## config.mk

```make
export PLATFORM = sky130hd
export DESIGN_NAME = det_dma_end_of_transfer
export DESIGN_NICKNAME = d
export VERILOG_FILES = /design/src/det_pkg.sv /design/src/det_dma_end_of_transfer.sv
export SDC_FILE = /design/constraint.sdc
export NUM_CORES = 1
export LEC_CHECK = 0
export ABC_AREA = 1
export BUFFER_PORTS_ARGS = -buffer_cell sky130_fd_sc_hd__buf_2
export CORE_UTILIZATION = 44
export DETAILED_ROUTE_END_ITERATION = 12
export GPL_ROUTABILITY_DRIVEN = 0
export PLACE_DENSITY = 0.78
export SLEW_MARGIN = 20
export SYNTH_ARGS = -nofsm -noshare
export SYNTH_HDL_FRONTEND = slang
export SYNTH_SLANG_ARGS = --single-unit
export TNS_END_PERCENT = 50
```

## constraint.sdc

```tcl
create_clock -name CLOCK_I -period 3.3 [get_ports CLOCK_I]
set_input_delay 0.33 -clock CLOCK_I [delete_from_list [all_inputs] [get_ports CLOCK_I]]
set_output_delay 0.33 -clock CLOCK_I [all_outputs]
set_load 0.01 [all_outputs]
```

## src/det_pkg.sv

```systemverilog
// package: constants and types for the dma end-of-transfer logic
package det_pkg;
    localparam int CNT_W = 16;
    localparam logic [15:0] CNT_RESET = 16'h0000;
    localparam logic [2:0] SYNC_RESET = 3'h0;
    localparam logic [15:0] BYTES_BYTE = 16'h0001;
    localparam logic [15:0] BYTES_WORD = 16'h0002;
    typedef enum logic [2:0] {
        ST_IDLE,
        ST_RUN,
        ST_DRAIN,
        ST_DONE
    } det_state_t;
endpackage

```

## src/det_dma_end_of_transfer.sv

```systemverilog
// module: end-of-transfer decision for the device dma path
`timescale 1ns/1ps

// Summary of operation
// - counter loads programmed byte count on rising edge of run enable
// - with count terminate enabled, counter zero ends transfer
// - with short packet terminate, short or empty packet on a non-isochronous endpoint sets transfer length
// - out: short or empty packet is moved first, then transfer stops
// - in: short packet stops transfer after all its bytes moved
// - in: counter zero mid-buffer yields short packet ending transfer
// - in: empty packet sent when buffer empty, short terminate set, counter zero
// - external end-of-transfer input ends transfer, any direction or type
// - clearing run enable ends any ongoing transfer
// - isochronous endpoint also ends on usb end-of-packet
// - sixteen-bit byte count register holds bytes per transfer
// - input stop on out discards active buffer, leaves inactive buffer
// - input stop on in sends partial packet at next in token
module det_dma_end_of_transfer
    import det_pkg::*;
(
    input wire logic CLOCK_I,
    input wire logic RESET_N_I,
    input wire logic DMA_RUN_ENABLE_I,
    input wire logic COUNT_TERMINATE_ENABLE_I,
    input wire logic SHORT_PACKET_TERMINATE_I,
    input wire logic [15:0] BYTE_COUNT_I,
    input wire logic DIR_IN_I,
    input wire logic ISO_I,
    input wire logic WORD_MODE_I,
    input wire logic BUFFER_HAS_DATA_I,
    input wire logic SHORT_PKT_I,
    input wire logic BUFFER_EMPTIED_I,
    input wire logic USB_EOP_I,
    input wire logic END_TRANSFER_INPUT_I,
    input wire logic DMA_ACK_I,
    output logic DMA_REQ_O,
    output logic DMA_ACTIVE_O,
    output logic END_OF_TRANSFER_O,
    output logic DISCARD_ACTIVE_BUF_O,
    output logic SEND_PARTIAL_O,
    output logic SEND_EMPTY_O,
    output logic [15:0] COUNT_O
);

    // ***************************************
    // input synchronisers
    // ***************************************
    logic [2:0] eot_sync_reg;
    logic [2:0] eot_sync_next;
    logic eot_level_reg;
    logic eot_level_next;

    always_comb begin
        eot_sync_next = {eot_sync_reg[1:0], END_TRANSFER_INPUT_I};
        eot_level_next = eot_level_reg;
        if (eot_sync_reg[1] == eot_sync_reg[2]) begin
            eot_level_next = eot_sync_reg[2];
        end
    end

    always_ff @(posedge CLOCK_I) begin
        if (!RESET_N_I) begin
            eot_sync_reg <= SYNC_RESET;
            eot_level_reg <= 1'b0;
        end else begin
            eot_sync_reg <= eot_sync_next;
            eot_level_reg <= eot_level_next;
        end
    end

    // ***************************************
    // transfer control
    // ***************************************
    function automatic logic [15:0] step_bytes(input logic word);
        step_bytes = word ? BYTES_WORD : BYTES_BYTE;
    endfunction

    det_state_t state_reg;
    det_state_t state_next;
    logic [15:0] count_reg;
    logic [15:0] count_next;
    logic en_prev_reg;
    logic eot_prev_reg;
    logic done_reg;
    logic done_next;
    logic discard_reg;
    logic discard_next;
    logic partial_reg;
    logic partial_next;
    logic empty_reg;
    logic empty_next;
    logic [15:0] step;
    logic [15:0] remain;
    logic ext_stop;
    logic en_rise;

    assign en_rise = DMA_RUN_ENABLE_I && !en_prev_reg;
    assign ext_stop = eot_level_reg && !eot_prev_reg;

    always_comb begin
        state_next = state_reg;
        count_next = count_reg;
        done_next = 1'b0;
        discard_next = 1'b0;
        partial_next = 1'b0;
        empty_next = 1'b0;
        step = step_bytes(WORD_MODE_I);
        remain = (count_reg > step) ? count_reg - step : CNT_RESET;
        unique case (state_reg)
            ST_IDLE: begin
                if (en_rise) begin
                    count_next = BYTE_COUNT_I;
                    state_next = ST_RUN;
                end
            end
            ST_RUN: begin
                if (!DMA_RUN_ENABLE_I) begin
                    done_next = 1'b1;
                    state_next = ST_DONE;
                end else if (ext_stop) begin
                    done_next = 1'b1;
                    discard_next = !DIR_IN_I;
                    partial_next = DIR_IN_I;
                    state_next = ST_DONE;
                end else if (ISO_I && USB_EOP_I) begin
                    done_next = 1'b1;
                    state_next = ST_DONE;
                end else if (COUNT_TERMINATE_ENABLE_I && count_reg == CNT_RESET) begin
                    done_next = 1'b1;
                    partial_next = DIR_IN_I && BUFFER_HAS_DATA_I;
                    empty_next = DIR_IN_I && !BUFFER_HAS_DATA_I && SHORT_PACKET_TERMINATE_I;
                    state_next = ST_DONE;
                end else if (!ISO_I && SHORT_PACKET_TERMINATE_I && SHORT_PKT_I) begin
                    state_next = ST_DRAIN;
                end else if (DMA_ACK_I) begin
                    count_next = remain;
                end
            end
            ST_DRAIN: begin
                if (DMA_ACK_I) begin
                    count_next = remain;
                end
                if (!DMA_RUN_ENABLE_I || ext_stop || BUFFER_EMPTIED_I) begin
                    done_next = 1'b1;
                    discard_next = DMA_RUN_ENABLE_I && ext_stop && !DIR_IN_I;
                    partial_next = DMA_RUN_ENABLE_I && ext_stop && DIR_IN_I;
                    empty_next = DMA_RUN_ENABLE_I && !ext_stop && SHORT_PACKET_TERMINATE_I && DIR_IN_I
                        && !BUFFER_HAS_DATA_I && count_reg == CNT_RESET;
                    state_next = ST_DONE;
                end
            end
            ST_DONE: begin
                if (!DMA_RUN_ENABLE_I) begin
                    state_next = ST_IDLE;
                end
            end
        endcase
    end

    always_ff @(posedge CLOCK_I) begin
        if (!RESET_N_I) begin
            state_reg <= ST_IDLE;
            count_reg <= CNT_RESET;
            en_prev_reg <= 1'b0;
            eot_prev_reg <= 1'b0;
            done_reg <= 1'b0;
            discard_reg <= 1'b0;
            partial_reg <= 1'b0;
            empty_reg <= 1'b0;
        end else begin
            state_reg <= state_next;
            count_reg <= count_next;
            en_prev_reg <= DMA_RUN_ENABLE_I;
            eot_prev_reg <= eot_level_reg;
            done_reg <= done_next;
            discard_reg <= discard_next;
            partial_reg <= partial_next;
            empty_reg <= empty_next;
        end
    end

    assign DMA_ACTIVE_O = (state_reg == ST_RUN) || (state_reg == ST_DRAIN);
    assign DMA_REQ_O = DMA_ACTIVE_O && BUFFER_HAS_DATA_I;
    assign END_OF_TRANSFER_O = done_reg;
    assign DISCARD_ACTIVE_BUF_O = discard_reg;
    assign SEND_PARTIAL_O = partial_reg;
    assign SEND_EMPTY_O = empty_reg;
    assign COUNT_O = count_reg;
endmodule

```

After elaboration in Yosys (flattened, before gate mapping)
Cells that the tools add are included. Widths: inputs -> output; s select.

Flip-flop bits (word level): 29.

Reduce and logical (&&, ||, !) cells: 33. $add $sub $neg: 1. Mux-type cells: 41. Equality and inequality tests: 13. $lt $le $gt $ge: 1.

Operator list (count): $mux 16 (8); $pmux 16 s3 (1); $mux 3 (8); $logic_and 1x1->1 (18); $mux 1 (18); $gt 16x2->1 (1); $logic_not 16->1 (1); $ne 2x2->1 const B (8); $sub 16x2->16 (1); $pmux 3 s4 (1); $pmux 1 s2 (4); $logic_not 1->1 (7); $reduce_and 7->1 (1); $eq 3x2->1 const B (2); $ne 6x6->1 const B (1); $reduce_and 4->1 (1); $eq 3x1->1 const B (1); $logic_not 3->1 (1); $logic_or 1x1->1 (3); $reduce_bool 3->1 (1); $mux 2 (1); $eq 1x1->1 (1).

Depth between registers and ports, before layout
Gate-level depths: netlist of the first run.

Word-level depth: 10. Mapped depth: 12. Gate-level depth less buffers: 12.

Worst setup path before layout of the first run
No wires, ideal clock.

Kind: reg-to-reg. Start point: register count_reg[0] (netlist: COUNT_O[0]). End point: register count_reg[10] (netlist: COUNT_O[10]). Setup time: 0.064 ns. Path buffers: 1. Slack: 1.501 ns. Cell stages (with the launch flop): 12. Data arrival time: 1.735 ns. Cell sequence: dfxtp_1 inv_1 ha_1 fa_1 inv_1 nand2_1 nand3_1 nand2_1 buf_2 o21ai_0 nor2_1 nor2_1.

Word-level cells in the longest chain between the ends: 9. Elaborated cells between the ends (all ways): 14.

RTL lines: from (decl) (line det_dma_end_of_transfer.sv:80) `logic [15:0] count_reg;`; from (signal assigned) (line det_dma_end_of_transfer.sv:172) `count_reg <= count_next;`; $sub 16x2->16 or $gt 16x2->1 (tied branches) (line det_dma_end_of_transfer.sv:108) `remain = (count_reg > step) ? count_reg - step : CNT_RESET;`; $mux 16 (line det_dma_end_of_transfer.sv:108); $mux 16 (line det_dma_end_of_transfer.sv:135, det_dma_end_of_transfer.sv:140); $mux 16 (line det_dma_end_of_transfer.sv:133) `end else if (!ISO_I && SHORT_PACKET_TERMINATE_I && SHORT_PKT_I) begin`; $mux 16 (line det_dma_end_of_transfer.sv:128) `end else if (COUNT_TERMINATE_ENABLE_I && count_reg == CNT_RESET) begin`; $mux 16 (line det_dma_end_of_transfer.sv:125) `end else if (ISO_I && USB_EOP_I) begin`; $mux 16 (line det_dma_end_of_transfer.sv:120) `end else if (ext_stop) begin`; $mux 16 (line det_dma_end_of_transfer.sv:117) `if (!DMA_RUN_ENABLE_I) begin`; $pmux 16 s3 (line det_dma_end_of_transfer.sv:109) `unique case (state_reg)`.

Several ways; a longest one is shown, not always the timed one. The select of a mux whose other input is x is not followed. A chain may end at the register's enable or synchronous reset.

Final worst setup path of the first run
Start point: register state_reg[0]. End point: register count_reg[8] (netlist: COUNT_O[8]).

Word-level cells in the longest chain between the ends: 3. Elaborated cells between the ends (all ways): 12.

RTL lines: from (decl) (line det_dma_end_of_transfer.sv:78) `det_state_t state_reg;`; from (signal assigned) (line det_dma_end_of_transfer.sv:171) `state_reg <= state_next;`; $eq 3x1->1, or another cell as far along (line det_dma_end_of_transfer.sv:109); $ne 2x2->1 (no line) or $reduce_bool 3->1 (tied branches); $reduce_and 7->1 (no line).

Several ways; a longest one is shown, not always the timed one.

==> results by group, run 1 <==
Route
  • Via count: 2019
  • Met2 wire len: 2105 µm
  • Detailed route wirelength on metal3: 186 µm
  • Highest signal layer in the routed design: met4
  • Aggregate routed wire length: 4491 µm
  • Vias per std cell: 4.830
  • Routed wire per std cell: 10.74 µm
  • Detailed-routing iteration count for the pre-antenna-repair pass: 5
  • First DRT Iteration DRCs: 141
  • DRC viols: 0
  • DRT antenna net count: 0
  • Routed met1 length: 2171 µm

Critical path
  • Cell seen most often among critical-path stages: nor2_1
  • Type of the worst setup path: reg -> reg
  • R2R setup slack: 0.84 ns
  • Critical path peak fanout: 32
  • Element type at the critical path start: register
  • Critical path data required time: 3.48 ns
  • Cell type of the slowest stage on the worst timing path: clkinv_1
  • Data arrival at the endpoint of the critical path: 2.64 ns
  • Maximum cell stage delay along the critical path: 0.49 ns
  • Worst-path cell chain: inv_1 > ha_1 > clkinv_1 > nor2_1 > nor2_1 > nand4_4 > nand2_1 > nand2_1 > nor2_1
  • Crit-path leading delay family: simple AND/OR/NAND/NOR gates
  • Count of buffering cells on the critical path with inverters included: 2
  • Kind of end point of the critical path: register

Synth
  • Cell Area, Synth: 1937 µm²
  • Yosys synthesis warning count: 0
  • Number of instances in the synthesized netlist: 320
  • Library cell with the largest summed area after synthesis: dfxtp_1
  • Count of flip-flops with a built-in enable after synthesis: 0
  • Post-Synthesis Net Count: 359
  • Top cells by instance count after synthesis: nand2_1, nor2_1, inv_1, dfxtp_1, nand3_1
  • Synth Flop Type: dfxtp_1
  • Per-instance average area after synthesis: 6.053 µm²
  • Synth unique cells: 27
  • Number of register bits inferred by synthesis: 28
  • Proportion of register bits with asynchronous set or reset after synthesis: 0%
  • Sequential element share of the synthesized area: 28.94%
  • Area contributors post-synth: dfxtp_1, nand2_1, nor2_1
  • Most frequently used cell type in the post-synthesis netlist: nand2_1
  • Top cell type's share of synthesized area: 28.94%

Final layout
  • Filler instances: 428
  • Antenna cells: 0
  • Layout net count: 408
  • Max reg flops: 16
  • Fin area: 2258 µm²
  • Synthesis-to-finish area growth: 16.60%
  • Non-filler cells, final: 418
  • Fraction of layout instances using a drive strength above 1: 18.21%

Timing
  • Final hold violations: 0
  • Setup WS post-layout: 0.8371 ns
  • Transition time at the pin with the least slew margin: 0.5098 ns
  • Final setup viols: 0
  • Fmax achieved: 406.0 MHz
  • Post-route fraction of the period consumed by the critical path: 74.63%
  • Setup repair after global routing missed its margin: false
  • Sum of negative setup slack: 0 ns
  • Final max-slew violation count: 0
  • Minimum hold slack: 0.2319 ns
  • Clock Skew: 0.003153 ns
  • Worst slew margin relative to its limit: 65.80%
  • Final critical-path required period: 2.463 ns

Global routing
  • Largest net degree at the start of global routing: 33
  • Global-route wire length before repair: 7762 µm
  • Remaining Overflow, GRT: 0
  • Initial antenna violation count: 0
  • Vias in the first global route: 1836
  • Aggregate global-route resource usage: 21.65%

Run status
  • Status: completed

Pwr
  • Pwr Density: 1126 nW/µm²
  • Leakage power summed over all cells: 1.296 nW
  • Part of the power in registers: 23.6%
  • Internal Dissipation: 1.197 mW
  • Share of total power in the clock network: 10.7%
  • Max VDD drop: 509.4 µV
  • Share of power burned in combinational logic: 65.7%
  • Sw Share: 52.92%
  • P_sw: 1.346 mW

Clock network
  • Number of buffers on the longest clock path: 2
  • Maximum level of the CTS H-tree: 1
  • Num Clock Sinks: 28
  • Clock slew seen by the registers of the worst setup and hold paths: 0.10 ns
  • Post-CTS setup buffers: 0
  • Clock latency at the later pin of the worst-skew pair: 0.27 ns
  • Cts repair resizes: 0
  • CTS tree: done
  • Hold-fix buffers at CTS: 0
  • CTS root buf: clkbuf_8
  • Num CTS Buffers: 3

Die
  • Standard cell core area: 4115 µm²
  • Full die area: 4671 µm²
  • Count of pins on the block boundary: 52
  • X dimension of the die: 68.35 µm
  • Placement row count: 23
  • Initial Util: 47.07%
  • Y dimension of the die: 68.35 µm

Place
  • Count of port buffers added during placement: 51
  • Post-place instance area: 2187 µm²
  • Number of instances in the placed design: 414
  • Setup slack at placement: 0.8917 ns
  • Final HPWL DP: 3315 µm

Flow run
  • Number of max-cap violations: 0

Worst hold path
  • HP Class: in -> reg
==> cell type report <==
class / count / area, µm² / share of cell area, %
Clock buffer: 3 / 41.29 / 1.828
Clock inverter: 1 / 30.03 / 1.330
Inverter: 43 / 161.4 / 7.147
Multi-Input combinational cell: 242 / 1147 / 50.80
Sequential cell: 28 / 560.5 / 24.82
Tap cell: 50 / 62.56 / 2.770
Timing Repair Buffer: 51 / 255.2 / 11.30
==> cells in the final DEF (no fill, tap or decap), drive strengths merged <==
cell type / instances
a211oi: 1
a21oi: 6
buf: 51
bufinv: 1
clkbuf: 3
clkinv: 1
dfxtp: 28
fa: 1
ha: 8
inv: 42
nand2: 107
nand3: 21
nand4: 7
nor2: 66
nor3: 1
o21ai: 17
o21bai: 1
or2: 1
xnor2: 1
xor2: 4
==> final timing paths <==
path | from | depth (start not counted) | endpoint
worst min-delay path | END_TRANSFER_INPUT_I | 3 | eot_sync_reg[0]$_SDFF_PN0_
worst min register to register | eot_sync_reg[0]$_SDFF_PN0_ | 2 | eot_sync_reg[1]$_SDFF_PN0_
worst max register to register | state_reg[0]$_SDFFE_PN0P_ | 9 | COUNT_O[8]$_SDFFE_PN0P_
worst max-delay path | state_reg[0]$_SDFFE_PN0P_ | 9 | COUNT_O[8]$_SDFFE_PN0P_
==> cell families after synthesis <==
logic type                 Yosys count  share of synthesized area [%]
DFF                                 28                          28.94
adders and majority gates            9                          6.202
AOI/OAI and AO/OA                   25                          6.912
buffers and inverters               50                          11.82
xor gates and xnor gates             5                          2.261
and+or+nand+nor                    203                          43.86
==> worst reg2reg max path: cells and delay by family, from the launching register on <==
kind | cells | cell delay [ns]
adder cells (fa/ha/maj) | 1 | 0.46
buffers and inverters | 2 | 0.61
flip-flops | 1 | 0.40
AND/OR/NAND/NOR | 6 | 0.90
==> routing by layer <==
layer | global-route usage [%] | vias up
li1 | - | 1075
met1 | 28.10 | 901
met2 | 36.64 | 41
met3 | 2.833 | 2
met4 | 6.771 | 0
met5 | 0 | -
==> metrics by stage <==
step | util (%) | power (mW)
finish | 54.88 | 2.543
global route | 54.88 | 2.859
CTS | 54.88 | 2.548
detailed placement | 53.15 | 2.257
global placement | 53.15 | 2.230
floorplan | - | 1.923
==> power groups by stage <==
stage | Clock [mW] | Combinational, mW | Sequential (mW)
final | 0.272 | 1.67 | 0.601
after global routing | 0.292 | 1.95 | 0.620
after CTS | 0.277 | 1.67 | 0.598
after detailed placement | 0 | 1.65 | 0.607
after global placement | 0 | 1.63 | 0.602
after floorplan | 0 | 1.29 | 0.628
No activity file was read; power rests on OpenSTA's default activity.
==> run 2: changes to the inputs <==
==> constraint.sdc (replaced) <==
create_clock -name CLOCK_I -period 2.43 [get_ports CLOCK_I]
set_input_delay 0.243 -clock CLOCK_I [delete_from_list [all_inputs] [get_ports CLOCK_I]]
set_output_delay 0.243 -clock CLOCK_I [all_outputs]
set_load 0.01 [all_outputs]
==> run 2 against run 1 <==
- maximum frequency rose by 15%
- clock power grew 7.7%
- sequential power grew 34%
- flip-flop and latch count did not move
- first-iteration DRC count is 1.4% lower
- critical path depth rose by 3
- cell count grew 0.48%
- hold slack lost 0.093 ns
- setup slack got worse by 0.54 ns
- non-clock buffer count up 2
- routed wire length is 6.1% lower
- register-to-register slack worse by 0.54 ns
- critical path type unchanged
- critical endpoint is now COUNT_O[9]$_SDFFE_PN0P_
- largest power group unchanged
- highest routed layer unchanged
==> results by group, run 2 (synthesis gave the netlist of run 1 again) <==
Run status
  • Status: completed

Critical path
  • Critical path peak fanout: 11 (-66%)
  • Worst-path cell chain: inv_1 > ha_1 > fa_1 > inv_1 > nand2_1 > nand3_1 > nand2_1 > inv_1 > nand3_1 > nand2_1 > nor2_1 > nor2_1
  • Type of the worst setup path: reg -> reg
  • Cell type of the slowest stage on the worst timing path: fa_1
  • Element type at the critical path start: register
  • Kind of end point of the critical path: register
  • Maximum cell stage delay along the critical path: 0.43 ns (-0.06 ns)
  • Critical path data required time: 2.65 ns (-0.83 ns)
  • Data arrival at the endpoint of the critical path: 2.36 ns (-0.28 ns)

Place
  • Number of instances in the placed design: 416 (+0.48%)
  • Final HPWL DP: 3228 µm (-2.6%)
  • Count of port buffers added during placement: 51 (unchanged)

Final layout
  • Post-layout util: 54.85% (about the same)
  • Commonest non-fill, non-tap cells in the layout: nand2_1, nor2_1, buf_2, inv_1, dfxtp_1
  • Synthesis-to-finish area growth: 16.54% (about the same)
  • Fraction of layout instances using a drive strength above 1: 18.65% (+0.44 points)
  • Non-filler cells, final: 420 (+0.48%)
  • Layout net count: 410 (+0.49%)
  • Antenna cells: 0 (unchanged)
  • Max reg flops: 16 (unchanged)
  • Filler instances: 427 (-0.23%)
  • Most common library cell in the layout ignoring fill and taps: nand2_1

Clock network
  • CTS root buf: clkbuf_8
  • Hold-fix buffers at CTS: 0 (unchanged)
  • Maximum level of the CTS H-tree: 1 (unchanged)
  • Num Clock Sinks: 28 (unchanged)
  • Cts repair resizes: 0 (unchanged)
  • Clock slew seen by the registers of the worst setup and hold paths: 0.10 ns (about the same)
  • Number of buffers on the longest clock path: 2 (unchanged)
  • Post-CTS setup buffers: 0 (unchanged)
  • CTS tree: done
  • Num CTS Buffers: 3 (unchanged)
  • Clock latency at the later pin of the worst-skew pair: 0.28 ns (about the same)

Timing
  • Final critical-path required period: 2.138 ns (-0.3252 ns)
  • Final hold violations: 0 (unchanged)
  • Post-route fraction of the period consumed by the critical path: 87.97% (+13 points)
  • Setup repair after global routing missed its margin: false
  • Minimum hold slack: 0.1390 ns (-0.09293 ns)
  • Clock Skew: 0.004667 ns (+0.001514 ns)
  • Worst slew margin relative to its limit: 68.43% (+2.6 points)
  • Transition time at the pin with the least slew margin: 0.4736 ns (-0.03627 ns)
  • Sum of negative setup slack: 0 ns (unchanged)
  • Final max-slew violation count: 0 (unchanged)
  • Final setup viols: 0 (unchanged)
  • Fmax achieved: 467.8 MHz (+15%)

Route
  • Aggregate routed wire length: 4218 µm (-6.1%)
  • Via count: 2017 (-0.099%)
  • DRC viols: 0 (unchanged)
  • Vias per std cell: 4.802 (-0.57%)
  • Routed wire per std cell: 10.04 µm (-6.5%)
  • First DRT Iteration DRCs: 139 (-1.4%)
  • Detailed-routing iteration count for the pre-antenna-repair pass: 4 (-1)
  • DRT antenna net count: 0 (unchanged)

Pwr
  • Leakage power summed over all cells: 1.298 nW (+0.21%)
  • Pwr Density: 1494 nW/µm² (+33%)
  • Max VDD drop: 639.3 µV (+26%)

Global routing
  • Vias in the first global route: 1709 (-6.9%)
  • Global-route wire length before repair: 7086 µm (-8.7%)
  • Aggregate global-route resource usage: 19.78% (-1.9 points)
  • Remaining Overflow, GRT: 0 (unchanged)
  • Largest net degree at the start of global routing: 33 (unchanged)
  • Initial antenna violation count: 0 (unchanged)

Die
  • Full die area: 4671 µm² (unchanged)
  • Y dimension of the die: 68.35 µm (unchanged)
  • X dimension of the die: 68.35 µm (unchanged)
  • Initial Util: 47.07% (unchanged)
  • Placement row count: 23 (unchanged)
  • Count of pins on the block boundary: 52 (unchanged)
  • Standard cell core area: 4115 µm² (unchanged)

Flow run
  • Number of max-cap violations: 0 (unchanged)

Worst hold path
  • HP Class: in -> reg
[run 2: changes by cell type in the layout (fill, tap and decap cells not counted), sizes merged]
| cell | before | now |
|---|---|---|
| buf | 51 | 53 |
| bufinv | 1 | 0 |
| clkbuf | 3 | 4 |
[run 2: worst max-delay path, delay by kind of cell, from the launching register on]
family                     cells  cell delay (ns)
DFF                            1             0.37
buffers and inverters          3             0.39
adders and majority gates      2             0.64
and+or+nand+nor                7             0.70
[run 2: metrics by stage]
step / total power, mW / worst slack, ns / cell area, µm²
2_1_floorplan: 2.611 / 0.6308 / 1937
3_3_place_gp: 3.068 / 0.3920 / 2202
3_5_place_dp: 3.101 / 0.2958 / 2202
4_1_cts: 3.408 / 0.3023 / 2257
5_1_grt: 3.822 / 0.01081 / 2257
6_report: 3.372 / 0.2922 / 2257
[run 2: path summary, 6_finish.rpt]
| kind | start | endpoint | slack [ns] | cells past startpoint |
|---|---|---|---|---|
| worst max-delay path | COUNT_O[0]$_SDFFE_PN0P_ | COUNT_O[9]$_SDFFE_PN0P_ | 0.29 | 12 |
| worst min-delay path | END_TRANSFER_INPUT_I | eot_sync_reg[0]$_SDFF_PN0_ | 0.14 | 3 |
| worst max register to register | COUNT_O[0]$_SDFFE_PN0P_ | COUNT_O[9]$_SDFFE_PN0P_ | 0.29 | 12 |
| worst min register to register | eot_sync_reg[0]$_SDFF_PN0_ | eot_sync_reg[1]$_SDFF_PN0_ | 0.42 | 2 |
[run 2: report_power, final]
part | total [mW] | switching [mW] | internal (mW)
Sequential | 0.806 | 0.181 | 0.625
Clock | 0.293 | 0.148 | 0.145
Combinational | 2.27 | 1.47 | 0.808
Total | 3.37 | 1.79 | 1.58
[run 2: cell type report]
class                   count  area (µm²)  share of cell area (%)
flip-flops and latches     28       560.5                   24.83
clock buffers               4       55.05                   2.439
well taps                  50       62.56                   2.772
inverters                  43       161.4                   7.151
repair buffers             53       270.3                   11.97
multi-input cells         242        1147                   50.83
[run 2: layer usage]
| layer | vias up | share of wire (%) | global-route usage [%] |
|---|---|---|---|
| li1 | 1085 | - | - |
| met1 | 894 | 49 | 25.07 |
| met2 | 34 | 46 | 34.44 |
| met3 | 4 | 3.7 | 3.333 |
| met4 | 0 | 0.64 | 4.688 |
| met5 | - | 0 | 0 |
